### config.mk
export PLATFORM = sky130hd
export DESIGN_NAME = spi_cmd_front_end
export DESIGN_NICKNAME = d
export VERILOG_FILES = /design/src/rtl/spi_cmd_pkg.sv /design/src/rtl/spi_cmd_fifo.sv /design/src/rtl/spi_cmd_front_end.sv
export SDC_FILE = /design/constraint.sdc
export NUM_CORES = 1
export LEC_CHECK = 0
export BUFFER_PORTS_ARGS = -buffer_cell sky130_fd_sc_hd__buf_2
export CAP_MARGIN = 25
export CORE_ASPECT_RATIO = 0.75
export CORE_MARGIN = 1.5
export CORE_UTILIZATION = 40
export DETAILED_ROUTE_END_ITERATION = 10
export PLACE_DENSITY = 0.53
export SYNTH_ARGS = -nofsm -noshare
export SYNTH_HDL_FRONTEND = slang
export SYNTH_SLANG_ARGS = --single-unit
### constraint.sdc
create_clock -name I_SYS_CLK -period 12.45 [get_ports I_SYS_CLK]
set_clock_uncertainty 0.2 [all_clocks]
set_input_delay 0.6225 -clock I_SYS_CLK [delete_from_list [all_inputs] [get_ports I_SYS_CLK]]
set_output_delay 0.6225 -clock I_SYS_CLK [all_outputs]
set_load 0.01 [all_outputs]
### src/rtl/spi_cmd_pkg.sv
// constants and types of the serial command front end
package spi_cmd_pkg;
	localparam int CLK_MHZ = 100;
	localparam int WRITE_CYCLE_TIME_MS = 5;
	localparam int POWERUP_DELAY_MS = 1;
	localparam int WRITE_CYCLE_CYCLES = WRITE_CYCLE_TIME_MS * 1000 * 1000 * CLK_MHZ / 1000;
	localparam int POWERUP_CYCLES = POWERUP_DELAY_MS * 1000 * 1000 * CLK_MHZ / 1000;
	localparam logic [7:0] OP_WRITE_STATUS = 8'h01;
	localparam logic [7:0] OP_WRITE = 8'h02;
	localparam logic [7:0] OP_READ = 8'h03;
	localparam logic [7:0] OP_CLEAR_LATCH = 8'h04;
	localparam logic [7:0] OP_READ_STATUS = 8'h05;
	localparam logic [7:0] OP_SET_LATCH = 8'h06;
	localparam int ST_BUSY = 0;
	localparam int ST_WEL = 1;
	localparam int ST_BP0 = 2;
	localparam int ST_BP1 = 3;
	localparam int ST_LOCK = 4;
	localparam int ST_IDSEL = 6;
	localparam int ST_PPEN = 7;
	localparam logic [7:0] ST_WRITABLE = 8'hdc;
	localparam logic [2:0] BITS_PER_BYTE = 3'h7;
	localparam logic [4:0] ADDR_BITS = 5'h10;
	localparam logic [6:0] ID_PAGE_MASK = 7'h7f;
	localparam int FIFO_DEPTH = 16;
	typedef enum logic [5:0]
	{
		PH_OPCODE = 6'h01,
		PH_ADDR = 6'h02,
		PH_WDATA = 6'h04,
		PH_RDATA = 6'h08,
		PH_STATUS = 6'h10,
		PH_IGNORE = 6'h20
	} phase_e;
endpackage

### src/rtl/spi_cmd_fifo.sv
// small synchronous fifo with valid and ready on both sides
module spi_cmd_fifo #(
	parameter int WIDTH = 24,
	parameter int DEPTH = 16
) (
	input wire logic i_clk,
	input wire logic i_reset_n,
	input wire logic i_valid,
	output logic o_ready,
	input wire logic [WIDTH-1:0] i_data,
	output logic o_valid,
	input wire logic i_ready,
	output logic [WIDTH-1:0] o_data
);
	localparam int AW = $clog2(DEPTH);
	typedef struct packed {
		logic [AW:0] wr_ptr;
		logic [AW:0] rd_ptr;
	} state_s;
	logic [WIDTH-1:0] mem [DEPTH];
	state_s r;
	state_s next_r;
	logic push;
	logic pop;
	// one spare pointer bit tells full from empty
	assign o_ready = (r.wr_ptr - r.rd_ptr) != (AW+1)'(DEPTH);
	assign o_valid = r.wr_ptr != r.rd_ptr;
	assign push = i_valid && o_ready;
	assign pop = o_valid && i_ready;
	assign o_data = mem[r.rd_ptr[AW-1:0]];
	always_comb
	begin
		next_r = r;
		next_r.wr_ptr = r.wr_ptr + (AW+1)'(push);
		next_r.rd_ptr = r.rd_ptr + (AW+1)'(pop);
	end
	always_ff @(posedge i_clk)
	begin
		if (push)
		begin
			mem[r.wr_ptr[AW-1:0]] <= i_data;
		end
	end
	always_ff @(posedge i_clk or negedge i_reset_n)
	begin
		if (!i_reset_n)
		begin
			r <= '0;
		end
		else
		begin
			r <= next_r;
		end
	end
endmodule

### src/rtl/spi_cmd_front_end.sv
// serial command decoder, status register and write-cycle timing
module spi_cmd_front_end #(
	parameter int WRITE_CYCLE_CYCLES = spi_cmd_pkg::WRITE_CYCLE_CYCLES,
	parameter int POWERUP_CYCLES = spi_cmd_pkg::POWERUP_CYCLES
) (
	input wire logic I_SYS_CLK,
	input wire logic I_RESET_N,
	input wire logic I_SCK,
	input wire logic I_CS_N,
	input wire logic I_SI,
	input wire logic I_HOLD_N,
	input wire logic I_WP_N,
	output logic O_SO,
	output logic O_SO_OE,
	output logic O_MEM_REQ_VALID,
	input wire logic I_MEM_REQ_READY,
	output logic O_MEM_REQ_WRITE,
	output logic O_MEM_REQ_ID_PAGE,
	output logic [15:0] O_MEM_REQ_ADDR,
	output logic [7:0] O_MEM_REQ_DATA,
	input wire logic [7:0] I_MEM_RDATA,
	output logic O_PROGRAM_START,
	output logic O_BUSY,
	output logic O_READY,
	output logic [7:0] O_STATUS
);
	// ************************************************************
	// state
	// ************************************************************
	typedef struct packed {
		logic [1:0] sck_s;
		logic [1:0] cs_s;
		logic [1:0] si_s;
		logic [1:0] hold_s;
		logic [1:0] wp_s;
		logic sck_d;
		spi_cmd_pkg::phase_e phase;
		logic [7:0] shift;
		logic [2:0] bit_cnt;
		logic [4:0] addr_cnt;
		logic [7:0] opcode;
		logic [15:0] addr;
		logic [7:0] out_byte;
		logic so;
		logic so_oe;
		logic [7:0] status;
		logic wrote;
		logic pend_write;
		logic [31:0] timer;
		logic [31:0] pu_timer;
		logic program_start;
	} state_s;
	state_s r;
	state_s next_r;
	logic fifo_ready;
	logic [25:0] fifo_in;
	logic fifo_valid_in;
	logic [25:0] fifo_out;
	logic sck_rise;
	logic sck_fall;
	logic sel;
	logic active;
	logic [7:0] byte_in;
	logic status_locked;

	// ************************************************************
	// synchronised pins and serial clock edges
	// ************************************************************
	// edges come from the second sync flop only, so select, data and clock stay aligned
	assign sel = !r.cs_s[1];
	assign sck_rise = r.sck_s[1] && !r.sck_d;
	assign sck_fall = !r.sck_s[1] && r.sck_d;
	assign active = sel && r.hold_s[1];
	assign byte_in = {r.shift[6:0], r.si_s[1]};
	assign status_locked = !r.wp_s[1] && r.status[spi_cmd_pkg::ST_PPEN];

	// ************************************************************
	// next state
	// ************************************************************
	always_comb
	begin
		next_r = r;
		fifo_valid_in = 1'b0;
		fifo_in = {1'b1, r.status[spi_cmd_pkg::ST_IDSEL], r.addr, byte_in};
		next_r.program_start = 1'b0;
		// two-flop synchronisers for all pins
		next_r.sck_s = {r.sck_s[0], I_SCK};
		next_r.cs_s = {r.cs_s[0], I_CS_N};
		next_r.si_s = {r.si_s[0], I_SI};
		next_r.hold_s = {r.hold_s[0], I_HOLD_N};
		next_r.wp_s = {r.wp_s[0], I_WP_N};
		// edge memory runs on through a pause, so edges seen then are dropped
		next_r.sck_d = r.sck_s[1];
		if (r.pu_timer != '0)
		begin
			next_r.pu_timer = r.pu_timer - 32'd1;
		end
		if (r.timer != '0)
		begin
			next_r.timer = r.timer - 32'd1;
			if (r.timer == 32'd1)
			begin
				next_r.status[spi_cmd_pkg::ST_BUSY] = 1'b0;
				next_r.status[spi_cmd_pkg::ST_WEL] = 1'b0;
			end
		end
		if (!sel)
		begin
			next_r.so_oe = 1'b0;
			next_r.phase = spi_cmd_pkg::PH_OPCODE;
			next_r.bit_cnt = '0;
			next_r.addr_cnt = '0;
			if (r.pend_write)
			begin
				// internal cycle starts on deselect, timed from here
				next_r.pend_write = 1'b0;
				next_r.program_start = 1'b1;
				next_r.timer = 32'(WRITE_CYCLE_CYCLES);
				next_r.status[spi_cmd_pkg::ST_BUSY] = 1'b1;
				next_r.status[spi_cmd_pkg::ST_IDSEL] = 1'b0;
			end
			else if (r.wrote)
			begin
				next_r.status[spi_cmd_pkg::ST_IDSEL] = 1'b0;
			end
			next_r.wrote = 1'b0;
		end
		else if (!active)
		begin
			// paused: no edge is taken and the frame state holds; sync flops, edge memory and timers run on
			next_r.so_oe = r.so_oe;
		end
		else if (sck_rise && r.phase != spi_cmd_pkg::PH_IGNORE)
		begin
			next_r.so_oe = r.phase == spi_cmd_pkg::PH_RDATA || r.phase == spi_cmd_pkg::PH_STATUS;
			next_r.shift = byte_in;
			next_r.bit_cnt = r.bit_cnt + 3'd1;
			case (r.phase)
				spi_cmd_pkg::PH_OPCODE:
				begin
					if (r.bit_cnt == spi_cmd_pkg::BITS_PER_BYTE)
					begin
						next_r.opcode = byte_in;
						next_r.phase = spi_cmd_pkg::PH_IGNORE;
						next_r.so_oe = 1'b0;
						if (byte_in == spi_cmd_pkg::OP_READ_STATUS)
						begin
							next_r.phase = spi_cmd_pkg::PH_STATUS;
							next_r.out_byte = r.status;
						end
						else if (r.status[spi_cmd_pkg::ST_BUSY] || r.pu_timer != '0)
						begin
							next_r.phase = spi_cmd_pkg::PH_IGNORE;
						end
						else if (byte_in == spi_cmd_pkg::OP_SET_LATCH)
						begin
							next_r.status[spi_cmd_pkg::ST_WEL] = 1'b1;
						end
						else if (byte_in == spi_cmd_pkg::OP_CLEAR_LATCH)
						begin
							next_r.status[spi_cmd_pkg::ST_WEL] = 1'b0;
						end
						else if (byte_in == spi_cmd_pkg::OP_WRITE_STATUS)
						begin
							next_r.phase = spi_cmd_pkg::PH_WDATA;
						end
						else if (byte_in == spi_cmd_pkg::OP_READ || byte_in == spi_cmd_pkg::OP_WRITE)
						begin
							next_r.phase = spi_cmd_pkg::PH_ADDR;
						end
						// any other code stays in PH_IGNORE with output off
					end
				end
				spi_cmd_pkg::PH_ADDR:
				begin
					next_r.addr = {r.addr[14:0], r.si_s[1]};
					next_r.addr_cnt = r.addr_cnt + 5'd1;
					if (r.addr_cnt + 5'd1 == spi_cmd_pkg::ADDR_BITS)
					begin
						next_r.bit_cnt = '0;
						next_r.phase = r.opcode == spi_cmd_pkg::OP_READ ? spi_cmd_pkg::PH_RDATA
							: spi_cmd_pkg::PH_WDATA;
					end
				end
				spi_cmd_pkg::PH_WDATA:
				begin
					if (r.bit_cnt == spi_cmd_pkg::BITS_PER_BYTE)
					begin
						if (r.opcode == spi_cmd_pkg::OP_WRITE_STATUS)
						begin
							// both id bits set at once is refused: leave them as they are
							if (r.status[spi_cmd_pkg::ST_WEL] && !status_locked)
							begin
								next_r.status = (r.status & ~spi_cmd_pkg::ST_WRITABLE)
									| (byte_in & spi_cmd_pkg::ST_WRITABLE);
								next_r.status[spi_cmd_pkg::ST_LOCK] = r.status[spi_cmd_pkg::ST_LOCK]
									| byte_in[spi_cmd_pkg::ST_LOCK];
								if (byte_in[spi_cmd_pkg::ST_LOCK] && byte_in[spi_cmd_pkg::ST_IDSEL])
								begin
									next_r.status[spi_cmd_pkg::ST_LOCK] = r.status[spi_cmd_pkg::ST_LOCK];
									next_r.status[spi_cmd_pkg::ST_IDSEL] = r.status[spi_cmd_pkg::ST_IDSEL];
								end
								next_r.status[spi_cmd_pkg::ST_WEL] = 1'b0;
							end
							next_r.phase = spi_cmd_pkg::PH_IGNORE;
						end
						else if (r.status[spi_cmd_pkg::ST_WEL]
							&& !(r.status[spi_cmd_pkg::ST_IDSEL] && r.status[spi_cmd_pkg::ST_LOCK]))
						begin
							fifo_valid_in = fifo_ready;
							fifo_in[23:8] = r.status[spi_cmd_pkg::ST_IDSEL]
								? {9'h000, r.addr[6:0] & spi_cmd_pkg::ID_PAGE_MASK} : r.addr;
							next_r.pend_write = r.pend_write || fifo_ready;
							next_r.wrote = 1'b1;
							next_r.addr[6:0] = r.addr[6:0] + 7'd1;
						end
					end
				end
				spi_cmd_pkg::PH_RDATA:
				begin
					if (r.bit_cnt == spi_cmd_pkg::BITS_PER_BYTE)
					begin
						next_r.addr = r.addr + 16'd1;
						next_r.wrote = 1'b1;
					end
				end
				default:
				begin
				end
			endcase
		end
		else if (sck_fall && (r.phase == spi_cmd_pkg::PH_RDATA || r.phase == spi_cmd_pkg::PH_STATUS))
		begin
			next_r.so_oe = 1'b1;
			if (r.bit_cnt == '0)
			begin
				next_r.out_byte = r.phase == spi_cmd_pkg::PH_STATUS ? r.status : I_MEM_RDATA;
				next_r.so = r.phase == spi_cmd_pkg::PH_STATUS ? r.status[7] : I_MEM_RDATA[7];
			end
			else
			begin
				next_r.so = r.out_byte[3'd7 - r.bit_cnt];
			end
		end
	end

	// ************************************************************
	// registers
	// ************************************************************
	always_ff @(posedge I_SYS_CLK or negedge I_RESET_N)
	begin
		if (!I_RESET_N)
		begin
			r <= '{sck_s: 2'h0, cs_s: 2'h3, si_s: 2'h0, hold_s: 2'h3, wp_s: 2'h3,
				sck_d: 1'b0, phase: spi_cmd_pkg::PH_OPCODE, shift: 8'h00, bit_cnt: 3'h0,
				addr_cnt: 5'h00, opcode: 8'h00, addr: 16'h0000, out_byte: 8'h00, so: 1'b0,
				so_oe: 1'b0, status: 8'h00, wrote: 1'b0, pend_write: 1'b0, timer: 32'h0,
				pu_timer: 32'(POWERUP_CYCLES), program_start: 1'b0};
		end
		else
		begin
			r <= next_r;
		end
	end

	// ************************************************************
	// write data buffer toward the array
	// ************************************************************
	// a full buffer drops the byte and no write cycle is started for it
	spi_cmd_fifo #(
		.WIDTH(26),
		.DEPTH(spi_cmd_pkg::FIFO_DEPTH)
	) u_fifo (
		.i_clk(I_SYS_CLK),
		.i_reset_n(I_RESET_N),
		.i_valid(fifo_valid_in),
		.o_ready(fifo_ready),
		.i_data(fifo_in),
		.o_valid(O_MEM_REQ_VALID),
		.i_ready(I_MEM_REQ_READY),
		.o_data(fifo_out)
	);

	// ************************************************************
	// outputs
	// ************************************************************
	// the queue head owns the request lines; an empty queue shows the read in progress
	// a queued byte keeps its page, since the select bit clears when the frame ends
	assign O_MEM_REQ_WRITE = O_MEM_REQ_VALID && fifo_out[25];
	assign O_MEM_REQ_ID_PAGE = O_MEM_REQ_VALID ? fifo_out[24] : r.status[spi_cmd_pkg::ST_IDSEL];
	assign O_MEM_REQ_ADDR = O_MEM_REQ_VALID ? fifo_out[23:8] : r.addr;
	assign O_MEM_REQ_DATA = fifo_out[7:0];
	assign O_SO = r.so;
	// a pause parks the output off but keeps the enable, so it returns at once
	assign O_SO_OE = r.so_oe && active;
	assign O_PROGRAM_START = r.program_start;
	assign O_BUSY = r.status[spi_cmd_pkg::ST_BUSY];
	assign O_READY = r.pu_timer == '0;
	assign O_STATUS = r.status;
endmodule

# Word-level counts from Yosys, hierarchy flattened
# Memory sizes are Yosys's and may differ from the RTL's.
# Index checks and enable logic that the tools add are counted.
op_classes:
  order_cmp: 1
  n_eq_ne: 36
  n_bitwise: 5
  addsub: 10
  muxes: 95
  reduce_logical: 58
op_table:
  columns: ["cell", "n"]
  rows:
  - ["2-to-1 mux 16 bit", 10]
  - ["2-to-1 mux 32 bit", 3]
  - ["2-to-1 mux 8 bit", 10]
  - ["2-to-1 mux 6 bit", 11]
  - ["nonzero test 32 bit", 2]
  - ["subtractor 32 x 1 -> 32 bit (second input constant)", 2]
  - ["2-to-1 mux 55 bit", 1]
  - ["2-to-1 mux 46 bit", 1]
  - ["2-to-1 mux 1 bit", 36]
  - ["2-to-1 mux 7 bit", 5]
  - ["equality test 32 x 1 -> 1 bit (second input constant)", 1]
  - ["zero test 32 bit", 1]
  - ["AND reduction 7 bit", 4]
  - ["2-to-1 mux 9 bit", 3]
  - ["equality test 8 x 2 -> 1 bit (second input constant)", 3]
  - ["equality test 8 x 3 -> 1 bit (second input constant)", 3]
  - ["!= test 3 bit (second input constant)", 8]
  - ["AND reduction 8 bit", 3]
  - ["nonzero test 2 bit", 11]
  - ["one-hot mux 7 bit (3 select lines)", 1]
  - ["one-hot mux 6 bit (3 select lines)", 1]
  - ["one-hot mux 9 bit (2 select lines)", 1]
  - ["adder 16 x 1 -> 16 bit (second input constant)", 1]
  - ["equality test 8 x 1 -> 1 bit (second input constant)", 2]
  - ["other kinds (41)", 81]
word_totals:
  out_inout_bits: 40
  elab_cells: 233
  memories: 1
  in_bits: 16
  mem_bits_rw: 400
  reg_bits: 152
memory_table:
  columns: ["name", "words", "width", "rd", "rd_ports_with_merged_regs", "wr", "line", "text"]
  rows:
  - ["u_fifo.mem", 16, 25, 1, 0, 1, "spi_cmd_fifo.sv:20", "logic [WIDTH-1:0] mem [DEPTH];"]

# Depth between registers and ports, before layout
depth:
  word_depth: 13
  mapped_depth: 15
  mapped_depth_nobuf: 12

# Hierarchy
# A second synthesis with hierarchy kept.
hier_totals:
  cells_unflattened: 1600
  hier_area_um2: 24262.0
by_module_without_submodules:
  columns: ["mod", "seq_area_each_um2", "cells_each", "area_per_inst_um2", "instances"]
  rows:
  - ["spi_cmd_fifo", 12742.2, 827, 16638.5, 1]
  - ["spi_cmd_front_end", 3519.6, 773, 7623.6, 1]

# Worst setup path after synthesis
# OpenSTA, ideal clock, no wires.
synth_timing:
  path_kind: "register to register"
  start: "reg u_fifo.r[1] in the netlist's numbering"
  end: "mem u_fifo.mem[0][0] in the netlist's numbering (enable)"
  setup_time_ps: 479
  required_ps: 11771
  synth_period_minus_slack_ps: 6074
  arrival_time_ps: 5394
  setup_slack_ps: 6376
  n_path_buf: 3
  path_stages_with_launch: 12
  path_cell_list: "dfrtp_1 clkbuf_1 buf_1 clkbuf_1 inv_1 ha_1 nor2b_1 o21a_1 o211a_1 o2111ai_1 nand2_1 nor4b_1"
synth_between:
  elab_chain_len: 12
synth_lines:
  columns: ["item", "line", "text"]
  rows:
  - ["start: declaration", "spi_cmd_fifo.sv:21", "state_s r;"]
  - ["start signal: assignment", "spi_cmd_fifo.sv:52", "r <= next_r;"]
  - ["subtractor 5 bit (*)", "spi_cmd_fifo.sv:26", "assign o_ready = (r.wr_ptr - r.rd_ptr) != (AW+1)'(DEPTH);"]
  - ["!= test 5 bit (*)", "spi_cmd_fifo.sv:26", null]
  - ["2-to-1 mux 1 bit", "spi_cmd_front_end.sv:207", "else if (r.status[spi_cmd_pkg::ST_WEL]"]
  - ["2-to-1 mux 1 bit", "spi_cmd_front_end.sv:189", "if (r.opcode == spi_cmd_pkg::OP_WRITE_STATUS)"]
  - ["2-to-1 mux 1 bit", "spi_cmd_front_end.sv:187", "if (r.bit_cnt == spi_cmd_pkg::BITS_PER_BYTE)"]
  - ["2-to-1 mux 1 bit", "spi_cmd_front_end.sv:138", "case (r.phase)"]
  - ["2-to-1 mux 1 bit", "spi_cmd_front_end.sv:133", "else if (sck_rise && r.phase != spi_cmd_pkg::PH_IGNORE)"]
  - ["2-to-1 mux 1 bit", "spi_cmd_front_end.sv:128", "else if (!active)"]
  - ["2-to-1 mux 1 bit", "spi_cmd_front_end.sv:107", "if (!sel)"]
  - ["logical AND 1 bit (*)", "spi_cmd_fifo.sv:28", "assign push = i_valid && o_ready;"]
  - ["2-to-1 mux 1 bit (*)", "spi_cmd_fifo.sv:39", "if (push)"]
  - ["2-to-1 mux 1 bit (not written as such) (*)", "spi_cmd_fifo.sv:41", "mem[r.wr_ptr[AW-1:0]] <= i_data;"]
  - ["end: declaration", "spi_cmd_fifo.sv:20", null]
# Mark *: on every way between the ends. The rest lies on a longest branch, timed or not.

# Final worst setup path
layout_timing:
  start: "reg u_fifo.r[0] in the netlist's numbering"
  end: "out O_MEM_REQ_ADDR[7]"
layout_between:
  elab_chain_len: 2
  word_cells_on_any_way: 3
  cone_classes: "eq/ne: 1; mux: 1; memory: 1"
layout_lines:
  columns: ["item", "line", "text"]
  rows:
  - ["memory (16 x 25 bit) or != test 5 bit (tied branches)", null, null]
  - ["2-to-1 mux 16 bit (*)", "spi_cmd_front_end.sv:291", "assign O_MEM_REQ_ADDR = O_MEM_REQ_VALID ? fifo_out[23:8] : r.addr;"]
  - ["end: declaration", "spi_cmd_front_end.sv:19", "output logic [15:0] O_MEM_REQ_ADDR,"]
# Marked as above.

==> flow_summary.ini <==
[routing]
drtPass1Iterations = 7
routed_wl_um = 51200
vias = 12400
drcViolationCount = 0
drtIter0Drc = 1114
ant_nets = 0
routed_via_density = 5.46
wl_per_cell_um = 22.6

[placement]
dpl.hpwl_um = 30700
gp_congestion = 0.773
placed_area_um2 = 24400
port_buffers = 54

[final_layout]
postLayoutCoreUtil_pct = 46.4
drive_above_1_share_pct = 26.2
antennaDiodeCount = 0
fin_nets = 1482
stdcell_area_um2 = 26200
nFillCells = 4836
area_growth_syn_to_layout_pct = 13.6

[synth]
synthArstFlopShare_pct = 27.3
post-synth-top-count-cell = edfxtp_1
synth_top_family_by_area = multiplexers
ys_warn_count = 0
ys_types = 76
synth_fa_ha_area_share_pct = 0.923
synthFlopType = edfxtp_1
synthCells = 1358
ys_ff_latch = 550
syn_area_um2 = 23000
yosys.area_share.simple_pct = 8.49
synthTopCellsByCount = edfxtp_1 (400), dfrtp_1 (137), mux4_2 (127)
synth_compound_area_share_pct = 3.08
synthMuxAreaShare_pct = 15.0
synth_xor_area_share_pct = 2.51
syn_area_per_cell_um2 = 17.0
yosys-top-cells-area = edfxtp_1 (52%), dfrtp_1 (15%), mux4_2 (12%), mux2_2 (2.2%), dfstp_2 (1.5%)
yosysSeqAreaShare_pct = 68.5
synth_fp_nets = 1391
synth_top_cell_area_share_pct = 52.1
yosysTopAreaCell = edfxtp_1
synth-edff-count = 400

[clock_tree]
cts_hold_buffers = 6
cts_tree = done
clkTransAtPathRegs_ns = 0.07
numCtsBuffers = 55
numClockSinks = 550
post_cts_buffers = 0
clock_path_buffers = 3
cts-resized-gates = 0
clkLatencyLatePin_ns = 0.61
cts_root_buf = clkbuf_16
h-tree-depth = 2

[power]
vdd_drop_max_mv = 0.111
p_leak_nw = 9.43
p_per_area_nw_per_um2 = 166
report.power.total_mw = 4.34

[setup_path]
slowest_delay_ns = 0.86
crit_slowest_cell = dfrtp_4
worstRegToRegCells = 9
critPathMaxFanout = 45
path_class = flip-flop to output port
critPathMostFrequentCell = mux4_2
crit_path_end_kind = output port
cp.required_ns = 11.63
crit_cells = 5
arrival_ns = 3.92
critPathLaunchType = flip-flop
cp_cell_sequence = buf_4, mux4_2, mux4_2, mux2_2, buf_2
cp_num_buf_inv = 2
crit_family = multiplexers

[sta]
min_period_over_period_pct = 38.1
relSlewSlack_pct = 32.4
finalSetupViolations = 0
final-max-slew-violation-count = 0
tightest_slew_ns = 1.01
period_needed_ns = 4.74
maxClockFrequency_mhz = 211
rsz0062_at_grt = no
whs_ns = 0.152
fin_tns_setup_ns = 0
hold_violations = 0

[global_route]
grt_max_degree = 81
grt.overflow.total = 0
grt_use_total_pct = 17.9
grt_pass1_vias = 12700
antenna_found_initial = 0
grt_pass1_wl_um = 79600

[run_status]
status = finished clean

[die]
die_w_um = 280
core_um2 = 56400
io_pins = 56
die_h_um = 211
start_util_pct = 40.9
rows = 75
dieArea_um2 = 59100

[hold_path]
hp-class = flip-flop to flip-flop
holdPathStages = 0

[job]
maxCapViolCount = 0
==> report_power, final <==
part | switching, mW | internal [mW] | total [mW]
Combinational | 0.301 | 0.344 | 0.645
Sequential | 0.133 | 1.99 | 2.12
Clock | 0.707 | 0.867 | 1.57
==> metal layers <==
metal | track usage (%) | wire length, um | part of all wire [%]
met2 | 26.0 | 22500 | 44
met1 | 27.8 | 25100 | 49
met5 | 0 | 0 | 0
met4 | 4.49 | 865 | 1.7
met3 | 3.13 | 2830 | 5.5
==> registers in the layout, indices dropped and copies added (netlist names) <==
signal and count:
O_STATUS 7, u_fifo.mem 400, u_fifo.r 10, byte_in 8, O_SO 1, O_PROGRAM_START 1
r 117, next_r 6
==> worst register-to-register path: stages, from the launching register on <==
cell	delay [ns]
dfrtp_4	0.96
inv_1	0.16
ha_1	0.36
nor2b_1	0.14
o21a_1	0.18
o211a_1	0.20
o2111ai_1	0.41
nand4_1	0.46
nor3_2	0.65
buf_4	0.46
==> cells by family after synthesis <==
family          after synthesis
compound gates              108
mux                         180
fa+ha+maj                    17
buf+inv                      78
other cells                   1
flops                       550
xor+xnor                     66
simple gates                358
==> metrics by stage <==
stage / setup WS [ns] / std cells
final: 7.71 / 2265
after detailed placement: 7.79 / 2152
after CTS: 7.55 / 2261
after floorplan: 6.38 / 1358
after global placement: 7.85 / 2150
after global routing: 7.42 / 2265
==> placed cells by master, fill, tap and decap left out, types with 26 or more instances in the layout <==
master / count
buf_4: 26
xnor2_1: 35
a21oi_1: 28
xor2_1: 31
mux4_2: 127
mux2_2: 44
clkbuf_16: 55
edfxtp_1: 400
nor2_1: 73
buf_2: 53
nand2_1: 81
dfrtp_1: 134
==> layout make-up <==
cell class	instances	area [um^2]	share of cell area, %
timing repair buffer	91	619	2.37
clock inverter	33	260	0.994
sequential	550	15800	60.3
multi-input combinational	730	7020	26.8
inverter	21	78.8	0.301
tap	770	963	3.68
clock buffer	70	1440	5.51
==> worst paths after layout <==
path                                       startpoint                    endpoint  slack [ns]
worst max-delay path            u_fifo.r[0]$_DFF_PN0_           O_MEM_REQ_ADDR[7]        7.71
worst min-delay path            next_r[139]$_DFF_PN1_            r[139]$_DFF_PN1_        0.15
worst max register to register  u_fifo.r[1]$_DFF_PN0_  u_fifo.mem[9][0]$_DFFE_PP_        7.90
worst min register to register  next_r[139]$_DFF_PN1_            r[139]$_DFF_PN1_        0.15
max in group asynchronous                   I_RESET_N          r[108]$_DFFE_PN0P_       10.26
min in group asynchronous                   I_RESET_N           r[31]$_DFFE_PN0N_        0.41
No activity file was read; power rests on OpenSTA's default activity.
